File: config.mk
export PLATFORM = sky130hd
export DESIGN_NAME = ebmt_top
export DESIGN_NICKNAME = d
export VERILOG_FILES = /design/src/hw/ebmt_pulse_gen.v /design/src/hw/ebmt_top.v
export VERILOG_INCLUDE_DIRS = /design/src /design/src/hw
export SDC_FILE = /design/constraint.sdc
export NUM_CORES = 1
export LEC_CHECK = 0
export BUFFER_PORTS_ARGS = -buffer_cell sky130_fd_sc_hd__buf_2
export CORE_MARGIN = 2
export CORE_UTILIZATION = 25
export CTS_BUF_LIST = sky130_fd_sc_hd__clkbuf_4
export CTS_CLUSTER_DIAMETER = 100
export DETAILED_ROUTE_END_ITERATION = 8
export PLACE_DENSITY = 0.48
export SLEW_MARGIN = 25
export SYNTH_ARGS = -nofsm -noshare
export SYNTH_HDL_FRONTEND = slang
export SYNTH_SLANG_ARGS = --single-unit
File: constraint.sdc
create_clock -name aclk -period 3.8 [get_ports aclk]
set_clock_uncertainty 0.2 [all_clocks]
set_input_delay 0.19 -clock aclk [delete_from_list [all_inputs] [get_ports aclk]]
set_output_delay 0.19 -clock aclk [all_outputs]
set_load 0.02 [all_outputs]
File: src/hw/ebmt_defines.vh
/*
 Constants for the eight-bit modulo interval timer: register
 indices, control field positions, reset values and divider ratios.
 Assumes it is included by bare name from the timer's design files.
*/
`ifndef EBMT_DEFINES_VH
`define EBMT_DEFINES_VH

// Register indices; byte address is four times the index
`define EBMT_IDX_CTRL 8'h00
`define EBMT_IDX_STAT 8'h01
`define EBMT_IDX_COUNT 8'h02
`define EBMT_IDX_MODULO 8'h03
`define EBMT_IDX_MASK 8'h04

// Control register field positions
`define EBMT_B_RUN 0
`define EBMT_B_CLEAR 1
`define EBMT_B_SEL_LO 2
`define EBMT_B_SEL_HI 3
`define EBMT_B_ALLOW 4
`define EBMT_B_GIE 5
`define EBMT_B_REQ 6

// Reset values
`define EBMT_RST_MODULO 8'hff
`define EBMT_RST_RUN 1'b1
`define EBMT_RST_SEL 2'b00

// Count pulse select codes (high bit, low bit)
`define EBMT_SEL_DIV256 2'b00
`define EBMT_SEL_DIV32 2'b01
`define EBMT_SEL_DIV2048 2'b10
`define EBMT_SEL_EXT 2'b11

// Divider ratios of the system clock
`define EBMT_DIV_SLOW 2048
`define EBMT_DIV_MID 256
`define EBMT_DIV_FAST 32

// AXI responses
`define EBMT_RESP_OKAY 2'b00
`define EBMT_RESP_SLVERR 2'b10

`endif

File: src/hw/ebmt_pulse_gen.v
/*
 Count pulse generator: free-running system clock prescaler and
 event pin synchroniser, with the four-way pulse source select.
 Assumes one clock and a synchronous active-low reset.
*/
`timescale 1ns/1ps
`include "ebmt_defines.vh"

module ebmt_pulse_gen #(
   parameter DIV_SLOW = `EBMT_DIV_SLOW,
   parameter DIV_MID = `EBMT_DIV_MID,
   parameter DIV_FAST = `EBMT_DIV_FAST
) (
   input wire aclk,
   input wire aresetn,
   input wire [1:0] sel,
   input wire event_in,
   output wire pulse
);
   localparam PW = $clog2(DIV_SLOW);

   reg [PW-1:0] scale_q;
   reg sync1_q;
   reg sync2_q;
   reg sync3_q;
   reg pulse_r;

   // True on the last state of each divide-by-n window
   function tap;
      input [PW-1:0] v;
      input integer n;
      begin
         tap = (v % n) == n - 1;
      end
   endfunction

   // Prescaler never resets except at system reset
   always @(posedge aclk) begin
      if (!aresetn) begin
         scale_q <= {PW{1'b0}};
      end else begin
         scale_q <= scale_q + {{(PW-1){1'b0}}, 1'b1};
      end
   end

   // Two-stage synchroniser plus a history stage for edge detection
   always @(posedge aclk) begin
      if (!aresetn) begin
         sync1_q <= 1'b0;
         sync2_q <= 1'b0;
         sync3_q <= 1'b0;
      end else begin
         sync1_q <= event_in;
         sync2_q <= sync1_q;
         sync3_q <= sync2_q;
      end
   end

   // Source select; each rising event edge yields one pulse
   always @* begin
      case (sel)
         `EBMT_SEL_DIV256: pulse_r = tap(scale_q, DIV_MID);
         `EBMT_SEL_DIV32: pulse_r = tap(scale_q, DIV_FAST);
         `EBMT_SEL_DIV2048: pulse_r = tap(scale_q, DIV_SLOW);
         `EBMT_SEL_EXT: pulse_r = sync2_q & ~sync3_q;
         default: pulse_r = 1'b0;
      endcase
   end

   assign pulse = pulse_r;

endmodule

File: src/hw/ebmt_top.v
/*
 Eight-bit modulo interval timer with an AXI4-Lite register slave,
 interrupt status/mask and a service request to the processor core.
 Assumes one clock, synchronous active-low reset, and a core that
 pulses service_ack when it accepts the timer request.
*/
// Design decisions made here: the placing of the registers and the AXI4-Lite register port.
// Summary of operation
// - Eight-bit up counter from zero, per pulse
// - Count clears on reset, match, clear write
// - Modulo resets to FFH, loaded by transfer
// - Modulo write-only, count read-only
// - Match on pulse after count equals modulo
// - Match zeroes count, sets request flag
// - Service needs global enable and allow flag
// - Acceptance clears request flag
// - Two select bits choose four pulse sources
// - Select bits reset to divide by 256
// - Run flag resets one; stabilisation wait
// - Run flag readable as counting status
// - Modulo at index 03H, low data byte
// - Count at 02H, held during read
// - Clear leaves prescaler running
`timescale 1ns/1ps
`include "ebmt_defines.vh"

module ebmt_top #(
   parameter AW = 8
) (
   input wire aclk,
   input wire aresetn,
   input wire [AW-1:0] s_axi_awaddr,
   input wire s_axi_awvalid,
   output wire s_axi_awready,
   input wire [31:0] s_axi_wdata,
   input wire [3:0] s_axi_wstrb,
   input wire s_axi_wvalid,
   output wire s_axi_wready,
   output wire [1:0] s_axi_bresp,
   output wire s_axi_bvalid,
   input wire s_axi_bready,
   input wire [AW-1:0] s_axi_araddr,
   input wire s_axi_arvalid,
   output wire s_axi_arready,
   output wire [31:0] s_axi_rdata,
   output wire [1:0] s_axi_rresp,
   output wire s_axi_rvalid,
   input wire s_axi_rready,
   input wire event_in,
   input wire service_ack,
   output wire service_req,
   output wire irq,
   output wire stab_done
);
   // Register byte addresses, one word apart
   localparam [AW-1:0] A_CTRL = `EBMT_IDX_CTRL * 8'd4;
   localparam [AW-1:0] A_STAT = `EBMT_IDX_STAT * 8'd4;
   localparam [AW-1:0] A_COUNT = `EBMT_IDX_COUNT * 8'd4;
   localparam [AW-1:0] A_MODULO = `EBMT_IDX_MODULO * 8'd4;
   localparam [AW-1:0] A_MASK = `EBMT_IDX_MASK * 8'd4;
   // Reset select code, split into its two flag bits
   localparam [1:0] RST_SEL = `EBMT_RST_SEL;

   reg [7:0] count_q;
   reg [7:0] count_d;
   reg [7:0] modulo_q;
   reg timer_run_flag_q;
   reg pulse_select_low_q;
   reg pulse_select_high_q;
   reg timer_irq_allow_q;
   reg gie_q;
   reg timer_request_flag_q;
   reg pend_q;
   reg pend_d;
   reg match_d;
   reg stat_q;
   reg mask_q;
   reg stab_q;
   reg [AW-1:0] awaddr_q;
   reg aw_got_q;
   reg [31:0] wdata_q;
   reg [3:0] wstrb_q;
   reg w_got_q;
   reg bvalid_q;
   reg [1:0] bresp_q;
   reg rvalid_q;
   reg [31:0] rdata_q;
   reg [1:0] rresp_q;
   wire pulse;
   wire do_wr;
   wire ar_hs;
   wire count_hold;
   wire clear_wr;
   wire ctrl_wr;
   wire stat_rd;
   wire inc;
   wire [7:0] ctrl_view;

   // Address decode shared by both paths
   function is_mapped;
      input [AW-1:0] a;
      begin
         is_mapped = (a == A_CTRL) || (a == A_STAT) || (a == A_COUNT) ||
                     (a == A_MODULO) || (a == A_MASK);
      end
   endfunction

   // Count pulse source
   ebmt_pulse_gen ebmt_pulse_gen_i (
      .aclk(aclk),
      .aresetn(aresetn),
      .sel({pulse_select_high_q, pulse_select_low_q}),
      .event_in(event_in),
      .pulse(pulse)
   );

   // Write channel: address and data taken in either order
   assign s_axi_awready = !aw_got_q && !bvalid_q;
   assign s_axi_wready = !w_got_q && !bvalid_q;
   assign do_wr = aw_got_q && w_got_q && !bvalid_q;
   assign s_axi_bvalid = bvalid_q;
   assign s_axi_bresp = bresp_q;

   always @(posedge aclk) begin
      if (!aresetn) begin
         aw_got_q <= 1'b0;
         w_got_q <= 1'b0;
         awaddr_q <= {AW{1'b0}};
         wdata_q <= 32'h0000_0000;
         wstrb_q <= 4'h0;
         bvalid_q <= 1'b0;
         bresp_q <= `EBMT_RESP_OKAY;
      end else begin
         if (s_axi_awvalid && s_axi_awready) begin
            aw_got_q <= 1'b1;
            awaddr_q <= s_axi_awaddr;
         end
         if (s_axi_wvalid && s_axi_wready) begin
            w_got_q <= 1'b1;
            wdata_q <= s_axi_wdata;
            wstrb_q <= s_axi_wstrb;
         end
         if (do_wr) begin
            aw_got_q <= 1'b0;
            w_got_q <= 1'b0;
            bvalid_q <= 1'b1;
            bresp_q <= is_mapped(awaddr_q) ? `EBMT_RESP_OKAY : `EBMT_RESP_SLVERR;
         end else if (bvalid_q && s_axi_bready) begin
            bvalid_q <= 1'b0;
         end
      end
   end

   // Write effects; all fields sit in byte lane 0
   assign ctrl_wr = do_wr && wstrb_q[0] && (awaddr_q == A_CTRL);
   assign clear_wr = ctrl_wr && wdata_q[`EBMT_B_CLEAR];

   // Read channel: one outstanding read, data registered
   assign s_axi_arready = !rvalid_q;
   assign ar_hs = s_axi_arvalid && !rvalid_q;
   assign s_axi_rvalid = rvalid_q;
   assign s_axi_rdata = rdata_q;
   assign s_axi_rresp = rresp_q;
   // A count read freezes the counter in its address cycle
   assign count_hold = ar_hs && (s_axi_araddr == A_COUNT);
   assign stat_rd = ar_hs && (s_axi_araddr == A_STAT);

   // Control word as read back; the clear bit always reads zero
   assign ctrl_view = {1'b0, timer_request_flag_q, gie_q, timer_irq_allow_q,
                       pulse_select_high_q, pulse_select_low_q, 1'b0,
                       timer_run_flag_q};

   always @(posedge aclk) begin
      if (!aresetn) begin
         rvalid_q <= 1'b0;
         rdata_q <= 32'h0000_0000;
         rresp_q <= `EBMT_RESP_OKAY;
      end else if (ar_hs) begin
         rvalid_q <= 1'b1;
         rresp_q <= is_mapped(s_axi_araddr) ? `EBMT_RESP_OKAY : `EBMT_RESP_SLVERR;
         case (s_axi_araddr)
            A_CTRL: rdata_q <= {24'h000000, ctrl_view};
            A_STAT: rdata_q <= {31'h00000000, stat_q};
            A_COUNT: rdata_q <= {24'h000000, count_q};
            A_MASK: rdata_q <= {31'h00000000, mask_q};
            default: rdata_q <= 32'h0000_0000; // Modulo reads zero
         endcase
      end else if (rvalid_q && s_axi_rready) begin
         rvalid_q <= 1'b0;
      end
   end

   // Counting: a pulse during a count read is held and applied after
   assign inc = timer_run_flag_q && (pulse || pend_q) && !count_hold;

   always @* begin
      count_d = count_q;
      pend_d = pend_q;
      match_d = 1'b0;
      if (count_hold && pulse && timer_run_flag_q) begin
         pend_d = 1'b1;
      end else if (inc) begin
         pend_d = 1'b0;
      end
      if (clear_wr) begin
         count_d = 8'h00;
      end else if (inc) begin
         if (count_q == modulo_q) begin
            count_d = 8'h00;
            match_d = 1'b1;
         end else begin
            count_d = count_q + 8'h01;
         end
      end
   end

   // Count register and held pulse
   always @(posedge aclk) begin
      if (!aresetn) begin
         count_q <= 8'h00;
         pend_q <= 1'b0;
      end else begin
         count_q <= count_d;
         pend_q <= pend_d;
      end
   end

   // Modulo is loaded only by a transfer; count writes are ignored
   always @(posedge aclk) begin
      if (!aresetn) begin
         modulo_q <= `EBMT_RST_MODULO;
      end else if (do_wr && wstrb_q[0] && awaddr_q == A_MODULO) begin
         modulo_q <= wdata_q[7:0];
      end
   end

   // Control flags
   always @(posedge aclk) begin
      if (!aresetn) begin
         timer_run_flag_q <= `EBMT_RST_RUN;
         pulse_select_low_q <= RST_SEL[0];
         pulse_select_high_q <= RST_SEL[1];
         timer_irq_allow_q <= 1'b0;
         gie_q <= 1'b0;
      end else if (ctrl_wr) begin
         timer_run_flag_q <= wdata_q[`EBMT_B_RUN];
         pulse_select_low_q <= wdata_q[`EBMT_B_SEL_LO];
         pulse_select_high_q <= wdata_q[`EBMT_B_SEL_HI];
         timer_irq_allow_q <= wdata_q[`EBMT_B_ALLOW];
         gie_q <= wdata_q[`EBMT_B_GIE];
      end
   end

   // Request flag: match sets, acceptance or software write one clears
   always @(posedge aclk) begin
      if (!aresetn) begin
         timer_request_flag_q <= 1'b0;
      end else if (match_d) begin
         timer_request_flag_q <= 1'b1;
      end else if ((service_ack && service_req) ||
                   (ctrl_wr && wdata_q[`EBMT_B_REQ])) begin
         timer_request_flag_q <= 1'b0;
      end
   end

   // Request reaches the core only when both enables are on
   assign service_req = timer_request_flag_q && gie_q && timer_irq_allow_q;

   // Sticky status cleared by read, set wins; mask gates the line
   always @(posedge aclk) begin
      if (!aresetn) begin
         stat_q <= 1'b0;
         mask_q <= 1'b0;
      end else begin
         if (match_d) begin
            stat_q <= 1'b1;
         end else if (stat_rd) begin
            stat_q <= 1'b0;
         end
         if (do_wr && wstrb_q[0] && awaddr_q == A_MASK) begin
            mask_q <= wdata_q[0];
         end
      end
   end

   // Level interrupt from unmasked sticky status
   assign irq = stat_q && mask_q;

   // First match after reset ends the stabilisation wait
   always @(posedge aclk) begin
      if (!aresetn) begin
         stab_q <= 1'b0;
      end else if (match_d) begin
         stab_q <= 1'b1;
      end
   end

   // Stabilisation wait over
   assign stab_done = stab_q;

endmodule

# Word level (Yosys, flattened, before mapping)
# Cells that the tools add are included.
# totals
input_bits	61
mem_count	0
regBits	97
ram_bits	0
latch_bits	0
mem_bits_ro	0
# classes
n_eq_ne	15
muxes	18
order_cmp	0
n_div	0
multipliers	0
n_shift	0
bitwise	3
n_reduce_logical	50
add_sub_neg	2
# op_table
operator	count
$eq A8 B4 Y1 const B	4
$pmux W8 S4	1
$logic_and A1 B1 Y1	25
$eq A8 B3 Y1 const B	2
$eq A8 B5 Y1 const B	2
$logic_not A8 Y1	2
$mux W1	13
$add A11 B1 Y11 const B	1
$eq A11 B11 Y1 const B	1
$logic_or A1 B1 Y1	10
$reduce_bool A2 Y1	5
$add A8 B1 Y8 const B	1
$eq A8 B8 Y1	1
$eq A8 B8 Y1 const B	1
$mux W8	1
$eq A5 B5 Y1 const B	1
$logic_not A1 Y1	5
$eq A2 B2 Y1 const B	2
$mux W2	2
$pmux W1 S4	1
$reduce_or A2 Y1	2
$eq A2 B1 Y1 const B	1
$logic_not A2 Y1	1
$not A1 Y1	2
$and A1 B1 Y1	1

# Longest topological paths before layout
# Gate-level depths: netlist of the first run.
# depth
ltp_word	9
depth_mapped	10

# Hierarchy
# From an unflattened synthesis of the first run, not the netlist that was laid out.
# hier_totals
cells_unflattened	383
area_unflattened_um2	3299.4
# modules_own_cells
module	instances	cells_per_inst	seq_area_each_um2	area_per_inst_um2
ebmt_top	1	321	1141.1	2733.9
ebmt_pulse_gen	1	62	280.3	565.5

# Worst setup path before layout of the first run
# OpenSTA, ideal clock, no wires.
# synth_timing
kind	register to register
startpoint	reg ebmt_pulse_gen_i.scale_q[0]
endpoint	reg count_q[5]
arrival_time_ps	1855
setup_ps	66
period_less_slack_ps	2121
slack_ps	1679
path_buffers	2
path_stages_with_launch	11
path_cell_list	dfxtp_1 ha_1 and3_1 ha_1 nor2b_1 o2111ai_1 and3b_1 clkbuf_2 a21bo_1 buf_6 a21oi_2
# synth_between
elab_chain_len	5
elab_cells_between_ends	7
classes_between	eq/ne: 3; mux: 1; reduce/logical: 3
# synth_rtl
element	line_no	source
start: declaration	ebmt_pulse_gen.v:22	reg [PW-1:0] scale_q;
start signal: assignment	ebmt_pulse_gen.v:40	scale_q <= {PW{1'b0}};
start signal: assignment	ebmt_pulse_gen.v:42	scale_q <= scale_q + {{(PW-1){1'b0}}, 1'b1};
$eq A11 B11 Y1, or another cell as far along	ebmt_pulse_gen.v:33	tap = (v % n) == n - 1;
$pmux W1 S4 *	ebmt_pulse_gen.v:61	case (sel)
$logic_or A1 B1 Y1 *	ebmt_top.v:194	assign inc = timer_run_flag_q && (pulse || pend_q) && !count_hold;
$logic_and A1 B1 Y1 * (2 in a row)	ebmt_top.v:194	
end signal: assignment	ebmt_top.v:223	count_q <= count_d;
end: declaration	ebmt_top.v:64	reg [7:0] count_q;
# Mark *: on every way between the ends. The rest lies on a longest branch, timed or not.
# A chain may end at the register's enable or synchronous reset.

# Worst setup path after layout of the first run
# layout_timing
startpoint	in s_axi_araddr[4]
endpoint	reg pend_q
# layout_between
elab_chain_len	5
elab_cells_between_ends	8
classes_between	eq/ne: 1; mux: 1; reduce/logical: 6
# layout_rtl
element	line_no	source
start: declaration	ebmt_top.v:42	input wire [AW-1:0] s_axi_araddr,
$eq A8 B4 Y1 *	ebmt_top.v:165	assign count_hold = ar_hs && (s_axi_araddr == A_COUNT);
$logic_and A1 B1 Y1 *	ebmt_top.v:165	
$logic_and A1 B1 Y1 / $logic_not A1 Y1 (equally long branches)	ebmt_top.v:200, ebmt_top.v:194	
$logic_and A1 B1 Y1 (on tied branches)	ebmt_top.v:200, ebmt_top.v:194	
$mux W1 / $reduce_bool A2 Y1 (equally long branches)	-	
end signal: assignment	ebmt_top.v:224	pend_q <= pend_d;
end: declaration	ebmt_top.v:73	reg pend_q;
# Marked as above.

==> metrics.md, run 1 <==
| Metric | Value |
|---|---|
| Status | finished clean |
| Post-cts resize count | 0 |
| Slew Limit Fails | 0 |
| Flops & latches, synth | 71 |
| Drt first pass iters | 4 |
| Clock tree sinks | 71 |
| Grt ovf | 0 |
| Total track usage | 10.9% |
| CTS clock-pin slew for the worst setup and hold paths | 110 ps |
| Detailed placement HPWL | 5130 um |
| Core Region | 12600 um^2 |
| DRC viols | 0 |
| CP Cell Sequence | dlygate4sd3_1, buf_2, or3b_2, o41ai_4, dlygate4sd3_1, nand2_1, dlygate4sd3_1, a21oi_1 |
| TritonCTS Buffers | 9 |
| Worst hold path class | input pin to flip-flop |
| VDD IR max | 0.182 mV |
| Num ports | 105 |
| CP endpoint kind | flip-flop |
| Die height | 118 um |
| Register area share after synthesis | 44.0% |
| Critical path class | input pin to flip-flop |
| Routed wire length per instance | 11.4 um |
| Die Wd | 118 um |
| Initial Util | 25.6% |
| Top fanout value on the critical path | 8 |
| Final nets | 514 |
| DR vias | 2679 |
| Netlist Area Pre-Place | 3230 um^2 |
| Core Util, Final | 31.4% |
| Post-route ant nets | 0 |
| Worst path bufs/invs | 4 |
| Fin cells | 627 |
| Worst Setup Slack, final | 970 ps |
| Fin crit share | 74.5% |
| Fin. Hold Viols | 0 |
| Final setup vio count | 0 |
| Slowest-stage cell, CP | dlygate4sd3_1 |
| Final min period | 2830 ps |
| Cell mode on critical path | dlygate4sd3_1 |
| Global-route wire length before repair | 12300 um |
| PwrDens | 352 nW/um^2 |
| Placed Instances | 582 |
| Syn_area_per_cell | 8.63 um^2 |
| Worst setup SP type | input pin |
| Post-Syn Instances | 374 |
| Worst EP required | 3950 ps |
| LEAKAGE | 1.67 nW |
| Top_reg_cell synth | dfxtp_1 |
| Ys Warns | 0 |
| Crit path DAT | 2980 ps |
| Placer Congestion | 0.744 |
| RSZ-0062 raised after global routing | false |
| Pre-CTS setup slack | 1240 ps |
| TritonCTS clock tree | yes |
| CP top delay family | buffers and inverters |
| Clock latency on the worst-skew pair | 420 ps |
| Vias per cell | 4.27 |
| Number of flops mapped to enable cells by yosys | 0 |
| Worst-margin pin slew | 575 ps |
| Count of input and output buffers | 51 |
| Fmax achieved | 353 MHz |
| Cell variety after synth | 45 |
| Die area | 13800 um^2 |
| Clock Tree Buf Depth | 2 |
| Slew HR | 61.5% |
| Vias in the first global route | 2578 |
| Row cnt | 41 |
| Setup TNS | 0 ps |
| Root Driver | clkbuf_4 |
| Total Wirelength | 7140 um |
| CP peak stage delay | 620 ps |
| Iter 0 DRT Violations | 128 |
| Layout cells sized above 1 | 17.0% |
| FFs w/ async S/R, synth | 0% |
| Max-Cap Viols | 0 |
| Area grow syn2layout | 22.5% |
| Largest net degree at the start of global routing | 35 |
| H-tree depth | 3 |
| Initial antenna violation count | 1 |
-- cell usage in the layout (no fill, tap or decap), drive strengths merged, types with 6 or more instances in the layout --
cell and count:
clkbuf 10, inv 10, nor2 29, dlygate4sd3 29
nand2 64, nand3 7, and2 9, a21oi 29
xnor2 14, conb 26, buf 52, mux2i 20
dfxtp 71, or4 6, o21ai 17, and3 7
-- registers in the layout, indices dropped and copies added, names as in the netlist, 8 cells and up --
register                  count
modulo_q                      8
awaddr_q                      8
wdata_q                       8
count_q                       8
s_axi_rdata                   8
ebmt_pulse_gen_i.scale_q     11
-- cells in the mapped netlist, types with 2 or more instances --
| library cell | instances | area (um^2) |
|---|---|---|
| a21oi_2 | 6 | 52.6 |
| ha_1 | 3 | 37.5 |
| o211ai_1 | 3 | 22.5 |
| clkbuf_2 | 2 | 10.0 |
| mux2i_1 | 20 | 200 |
| nand2_1 | 64 | 240 |
| nor3_1 | 3 | 15.0 |
| dfxtp_1 | 71 | 1420 |
| nand4b_1 | 4 | 35.0 |
| nor2_2 | 2 | 12.5 |
| xnor2_1 | 14 | 123 |
| o31ai_1 | 2 | 15.0 |
| a21oi_1 | 23 | 115 |
| nand4_1 | 4 | 25.0 |
| o21ai_0 | 17 | 85.1 |
| or4_1 | 5 | 37.5 |
| nor2b_1 | 2 | 12.5 |
| nand3_1 | 7 | 35.0 |
| or3_1 | 4 | 25.0 |
| nor2_1 | 27 | 101 |
| xor2_1 | 3 | 26.3 |
| nor4_1 | 2 | 12.5 |
| and2_1 | 9 | 56.3 |
| a31oi_1 | 3 | 18.8 |
| buf_4 | 26 | 195 |
| a22oi_1 | 2 | 15.0 |
| o2111ai_1 | 2 | 17.5 |
| nand2b_1 | 2 | 12.5 |
| and3_1 | 7 | 43.8 |
| inv_1 | 10 | 37.5 |
| clkbuf_1 | 11 | 41.3 |
-- worst register-to-register path, cell delays in order, from the launching register on --
cell and delay, ps:
dfxtp_1 350, nand2b_1 280, o41ai_4 420, dlygate4sd3_1 620, nand2_1 50, dlygate4sd3_1 570, a21oi_1 110
-- logic make-up after synthesis --
family                     count (synthesis)  share of synthesized area (%)
DFF                                       71                           44.0
buffers and inverters                     51                           9.26
and+or+nand+nor                          149                           22.4
adders and majority gates                  3                           1.16
muxes                                     20                           6.20
other                                      1                          0.116
AOI/OAI and AO/OA                         62                           12.2
xor gates and xnor gates                  17                           4.61
-- layer usage --
layer	vias to the layer above	GRT usage [%]	routed length, um	part of all wire [%]
li1	1375	-	-	-
met2	74	16.8	3010	42
met1	1221	14.3	3640	51
met3	9	3.44	377	5.3
met4	0	4.07	108	1.5
met5	-	0	0	0
-- metrics by stage --
stage | instance area [um^2] | hold slack, ps | power (W)
final | 3960 | 35.2 | 0.00139
after global routing | 3960 | 46.9 | 0.00147
after detailed placement | 3540 | 222 | 0.000930
after global placement | 3540 | 219 | 0.000928
after floorplan | 3320 | 117 | 0.000908
after CTS | 3960 | 12.4 | 0.00142
-- layout make-up --
cell class,instances,area (um^2)
multi-input combinational,277,1600
inverter,10,37.5
sequential,71,1420
fill,1369,8660
antenna,1,2.50
clock inverter,5,50.0
timing repair buffer,81,553
clock buffer,10,75.1
tap,172,215
-- worst paths after layout --
| path | from | end | slack, ps | depth (start not counted) |
|---|---|---|---|---|
| setup / recovery | s_axi_araddr[4] | pend_q | 970 | 8 |
| hold / removal | s_axi_arvalid | s_axi_rvalid | 40 | 3 |
| setup reg to reg | s_axi_rvalid | pend_q | 1140 | 6 |
| hold reg to reg | ebmt_pulse_gen_i.sync1_q | ebmt_pulse_gen_i.sync2_q | 240 | 1 |
-- timing repair --
action	in CTS	in global routing
endpoints found under the hold margin	39	0
setup buffers	0	0
hold buffers	29	0
-- power breakdown --
group,switching (W),internal [W]
Clock,0.000258,0.000199
Combinational,0.0000932,0.0000594
Sequential,0.0000167,0.000765
Note: power is estimated with default switching activity, not from simulation.
==> run 2: changes to the inputs <==
PLACE_DENSITY = 0.5   (was 0.48)
clock period = 2.6 ns   (was 3.8 ns; I/O delays follow)
==> run 2 against run 1 <==
  * First-iteration DRC count decreased by 18%
  * Utilization increased by 3.2 points
  * Register-to-register slack got worse by 980 ps
  * Worst hold slack improved by 20 ps
  * Total power increased by 52%
  * Global-route usage increased by 0.086 points
  * Design area increased by 10%
  * Critical path depth decreased by 2
  * Wire length increased by 3.6%
  * Combinational power increased by 82%
  * Clock power increased by 52%
  * Largest power group unchanged
==> metrics.md, run 2 (same netlist as run 1, synthesis figures left out) <==
| Metric | Value |
|---|---|
| Status | finished clean |
| Fin crit share | 93.9% |
| DRC viols | 0 (unchanged) |
| Final min period | 2440 ps |
| Initial Util | 25.6% (unchanged) |
| CP top delay family | buffers and inverters |
| VDD IR max | 0.273 mV (+50%) |
| Routed wire length per instance | 11.1 um (-2.7%) |
| Commonest non-fill, non-tap cells in the layout | dfxtp_1, nand2_1, dlygate4sd3_1 |
| CP Cell Sequence | nor2_1, and2_1, nand2_1, dlygate4sd3_1, a21oi_1, dlygate4sd3_1 |
| Row cnt | 41 (unchanged) |
| Die height | 118 um (unchanged) |
| Top fanout value on the critical path | 8 (unchanged) |
| Worst EP required | 2770 ps (-1180 ps) |
| PwrDens | 484 nW/um^2 (+38%) |
| Die area | 13800 um^2 (unchanged) |
| Fin. Hold Viols | 0 (unchanged) |
| Layout cells sized above 1 | 17.3% (+0.38 points) |
| Worst path bufs/invs | 2 (-2) |
| Vias per cell | 4.26 (-0.25%) |
| Final nets | 555 (+8.0%) |
| Setup TNS | 0 ps (unchanged) |
| Root Driver | clkbuf_4 |
| Worst Setup Slack, final | 158 ps (-812 ps) |
| TritonCTS clock tree | yes |
| CP endpoint kind | flip-flop |
| Global-route wire length before repair | 12400 um (+0.85%) |
| Max-Cap Viols | 0 (unchanged) |
| DR vias | 2847 (+6.3%) |
| LEAKAGE | 1.86 nW (+12%) |
| Largest net degree at the start of global routing | 35 (unchanged) |
| Cell mode on critical path | dlygate4sd3_1 |
| Placer Congestion | 0.751 (+0.97%) |
| Post-Place Cell Area | 3560 um^2 (+0.64%) |
| Ant diodes | 0 (-1) |
| Core Region | 12600 um^2 (unchanged) |
| Initial antenna violation count | 0 (-1) |
| Clock Tree Buf Depth | 2 (unchanged) |
| Worst hold path class | input pin to flip-flop |
| Pre-CTS setup slack | 135 ps (-1110 ps) |
| Critical path class | flip-flop to flip-flop |
| Fill cells | 1380 (+0.80%) |
| Die Wd | 118 um (unchanged) |
| Largest register by flop count | ebmt_pulse_gen_i.scale_q |
| Post-route cell area | 4370 um^2 (+10%) |
| Worst setup SP type | flip-flop |
| Fmax achieved | 409 MHz |
| Count of input and output buffers | 51 (unchanged) |
| Num ports | 105 (unchanged) |
| Area grow syn2layout | 35.2% |
| Total track usage | 11.0% (+0.086 points) |
| Iter 0 DRT Violations | 105 (-18%) |
| Drt first pass iters | 4 (unchanged) |
| TritonCTS Buffers | 9 (unchanged) |
| Slew Limit Fails | 0 (unchanged) |
| Clock latency on the worst-skew pair | 420 ps (about the same) |
| Total Wirelength | 7400 um (+3.6%) |
| Crit path DAT | 2610 ps (-370 ps) |
| Total power | 0.00211 W (+52%) |
| Detailed placement HPWL | 5140 um (+0.15%) |
| Slowest-stage cell, CP | dlygate4sd3_1 |
| Grt ovf | 0 (unchanged) |
| Flop-to-flop setup slack | 160 ps (-980 ps) |
| Final setup vio count | 0 (unchanged) |
| Clock tree sinks | 71 (unchanged) |
| CP peak stage delay | 570 ps (-50 ps) |
| Vias in the first global route | 2692 (+4.4%) |
| H-tree depth | 3 (unchanged) |
| CTS clock-pin slew for the worst setup and hold paths | 120 ps (about the same) |
| RSZ-0062 raised after global routing | false |
| Commonest non-fill, non-tap cell in the layout | dfxtp_1 |
| Max reg flops | 11 (unchanged) |
| Post-route ant nets | 0 (unchanged) |
==> run 2: changes by cell type in the layout (fill, tap and decap cells not counted) <==
cell / previous run / this run
and2_1: 9 / 8
and2_2: 0 / 1
buf_4: 1 / 7
clkbuf_4: 10 / 9
clkinv_1: 2 / 1
clkinv_4: 0 / 1
clkinvlp_4: 1 / 2
diode_2: 1 / 0
dlygate4sd3_1: 29 / 64
inv_6: 0 / 1
==> run 2: cell type report <==
| type | instances | area, um^2 | share of cell area, % |
|---|---|---|---|
| multi-input cells | 277 | 1600 | 36.7 |
| flip-flops and latches | 71 | 1420 | 32.6 |
| repair buffers | 122 | 948 | 21.7 |
| well taps | 172 | 215 | 4.93 |
| clock inverters | 7 | 71.3 | 1.63 |
| clock buffers | 9 | 67.6 | 1.55 |
| inverters | 10 | 37.5 | 0.860 |
==> run 2: path summary, 6_finish.rpt <==
kind / startpoint / depth (start not counted) / endpoint
max: s_axi_bvalid / 6 / awaddr_q[1]
min: s_axi_araddr[7] / 5 / s_axi_rdata[7]
max reg2reg: s_axi_bvalid / 6 / awaddr_q[1]
min reg2reg: stab_done / 2 / stab_done
==> run 2: metal layers <==
layer | global-route usage (%) | wire (um) | vias to the layer above | part of all wire [%]
met2 | 17.4 | 3230 | 77 | 44
met1 | 14.2 | 3690 | 1297 | 50
met3 | 3.78 | 389 | 8 | 5.3
met4 | 3.16 | 91 | 0 | 1.2
li1 | - | - | 1465 | -
met5 | 0 | 0 | - | 0
==> run 2: worst min-delay path, delay by kind of cell <==
family / cells / cell delay [ps]
simple gates: 3 / 270
compound gates: 1 / 130
buf+inv: 1 / 90
==> run 2: through the flow <==
stage	cells	hold slack [ps]	util, %
4_1_cts	665	24.3	34.4
3_3_place_gp	585	156	28.2
5_1_grt	668	67.6	34.6
2_1_floorplan	399	57.3	-
6_report	668	55.2	34.6
3_5_place_dp	585	161	28.2
==> run 2: power by group <==
group	internal, W	switching, W	leakage (nW)
Sequential	0.00112	0.0000233	0.577
Combinational	0.000133	0.000145	1.21
Clock	0.000292	0.000404	0.0700
==> run 2: timing repair <==
item	CTS	global route
setup buffers	0	3
hold endpoints to repair	49	0
hold buffers	64	0
setup endpoints to repair	0	6
resized for setup	0	1
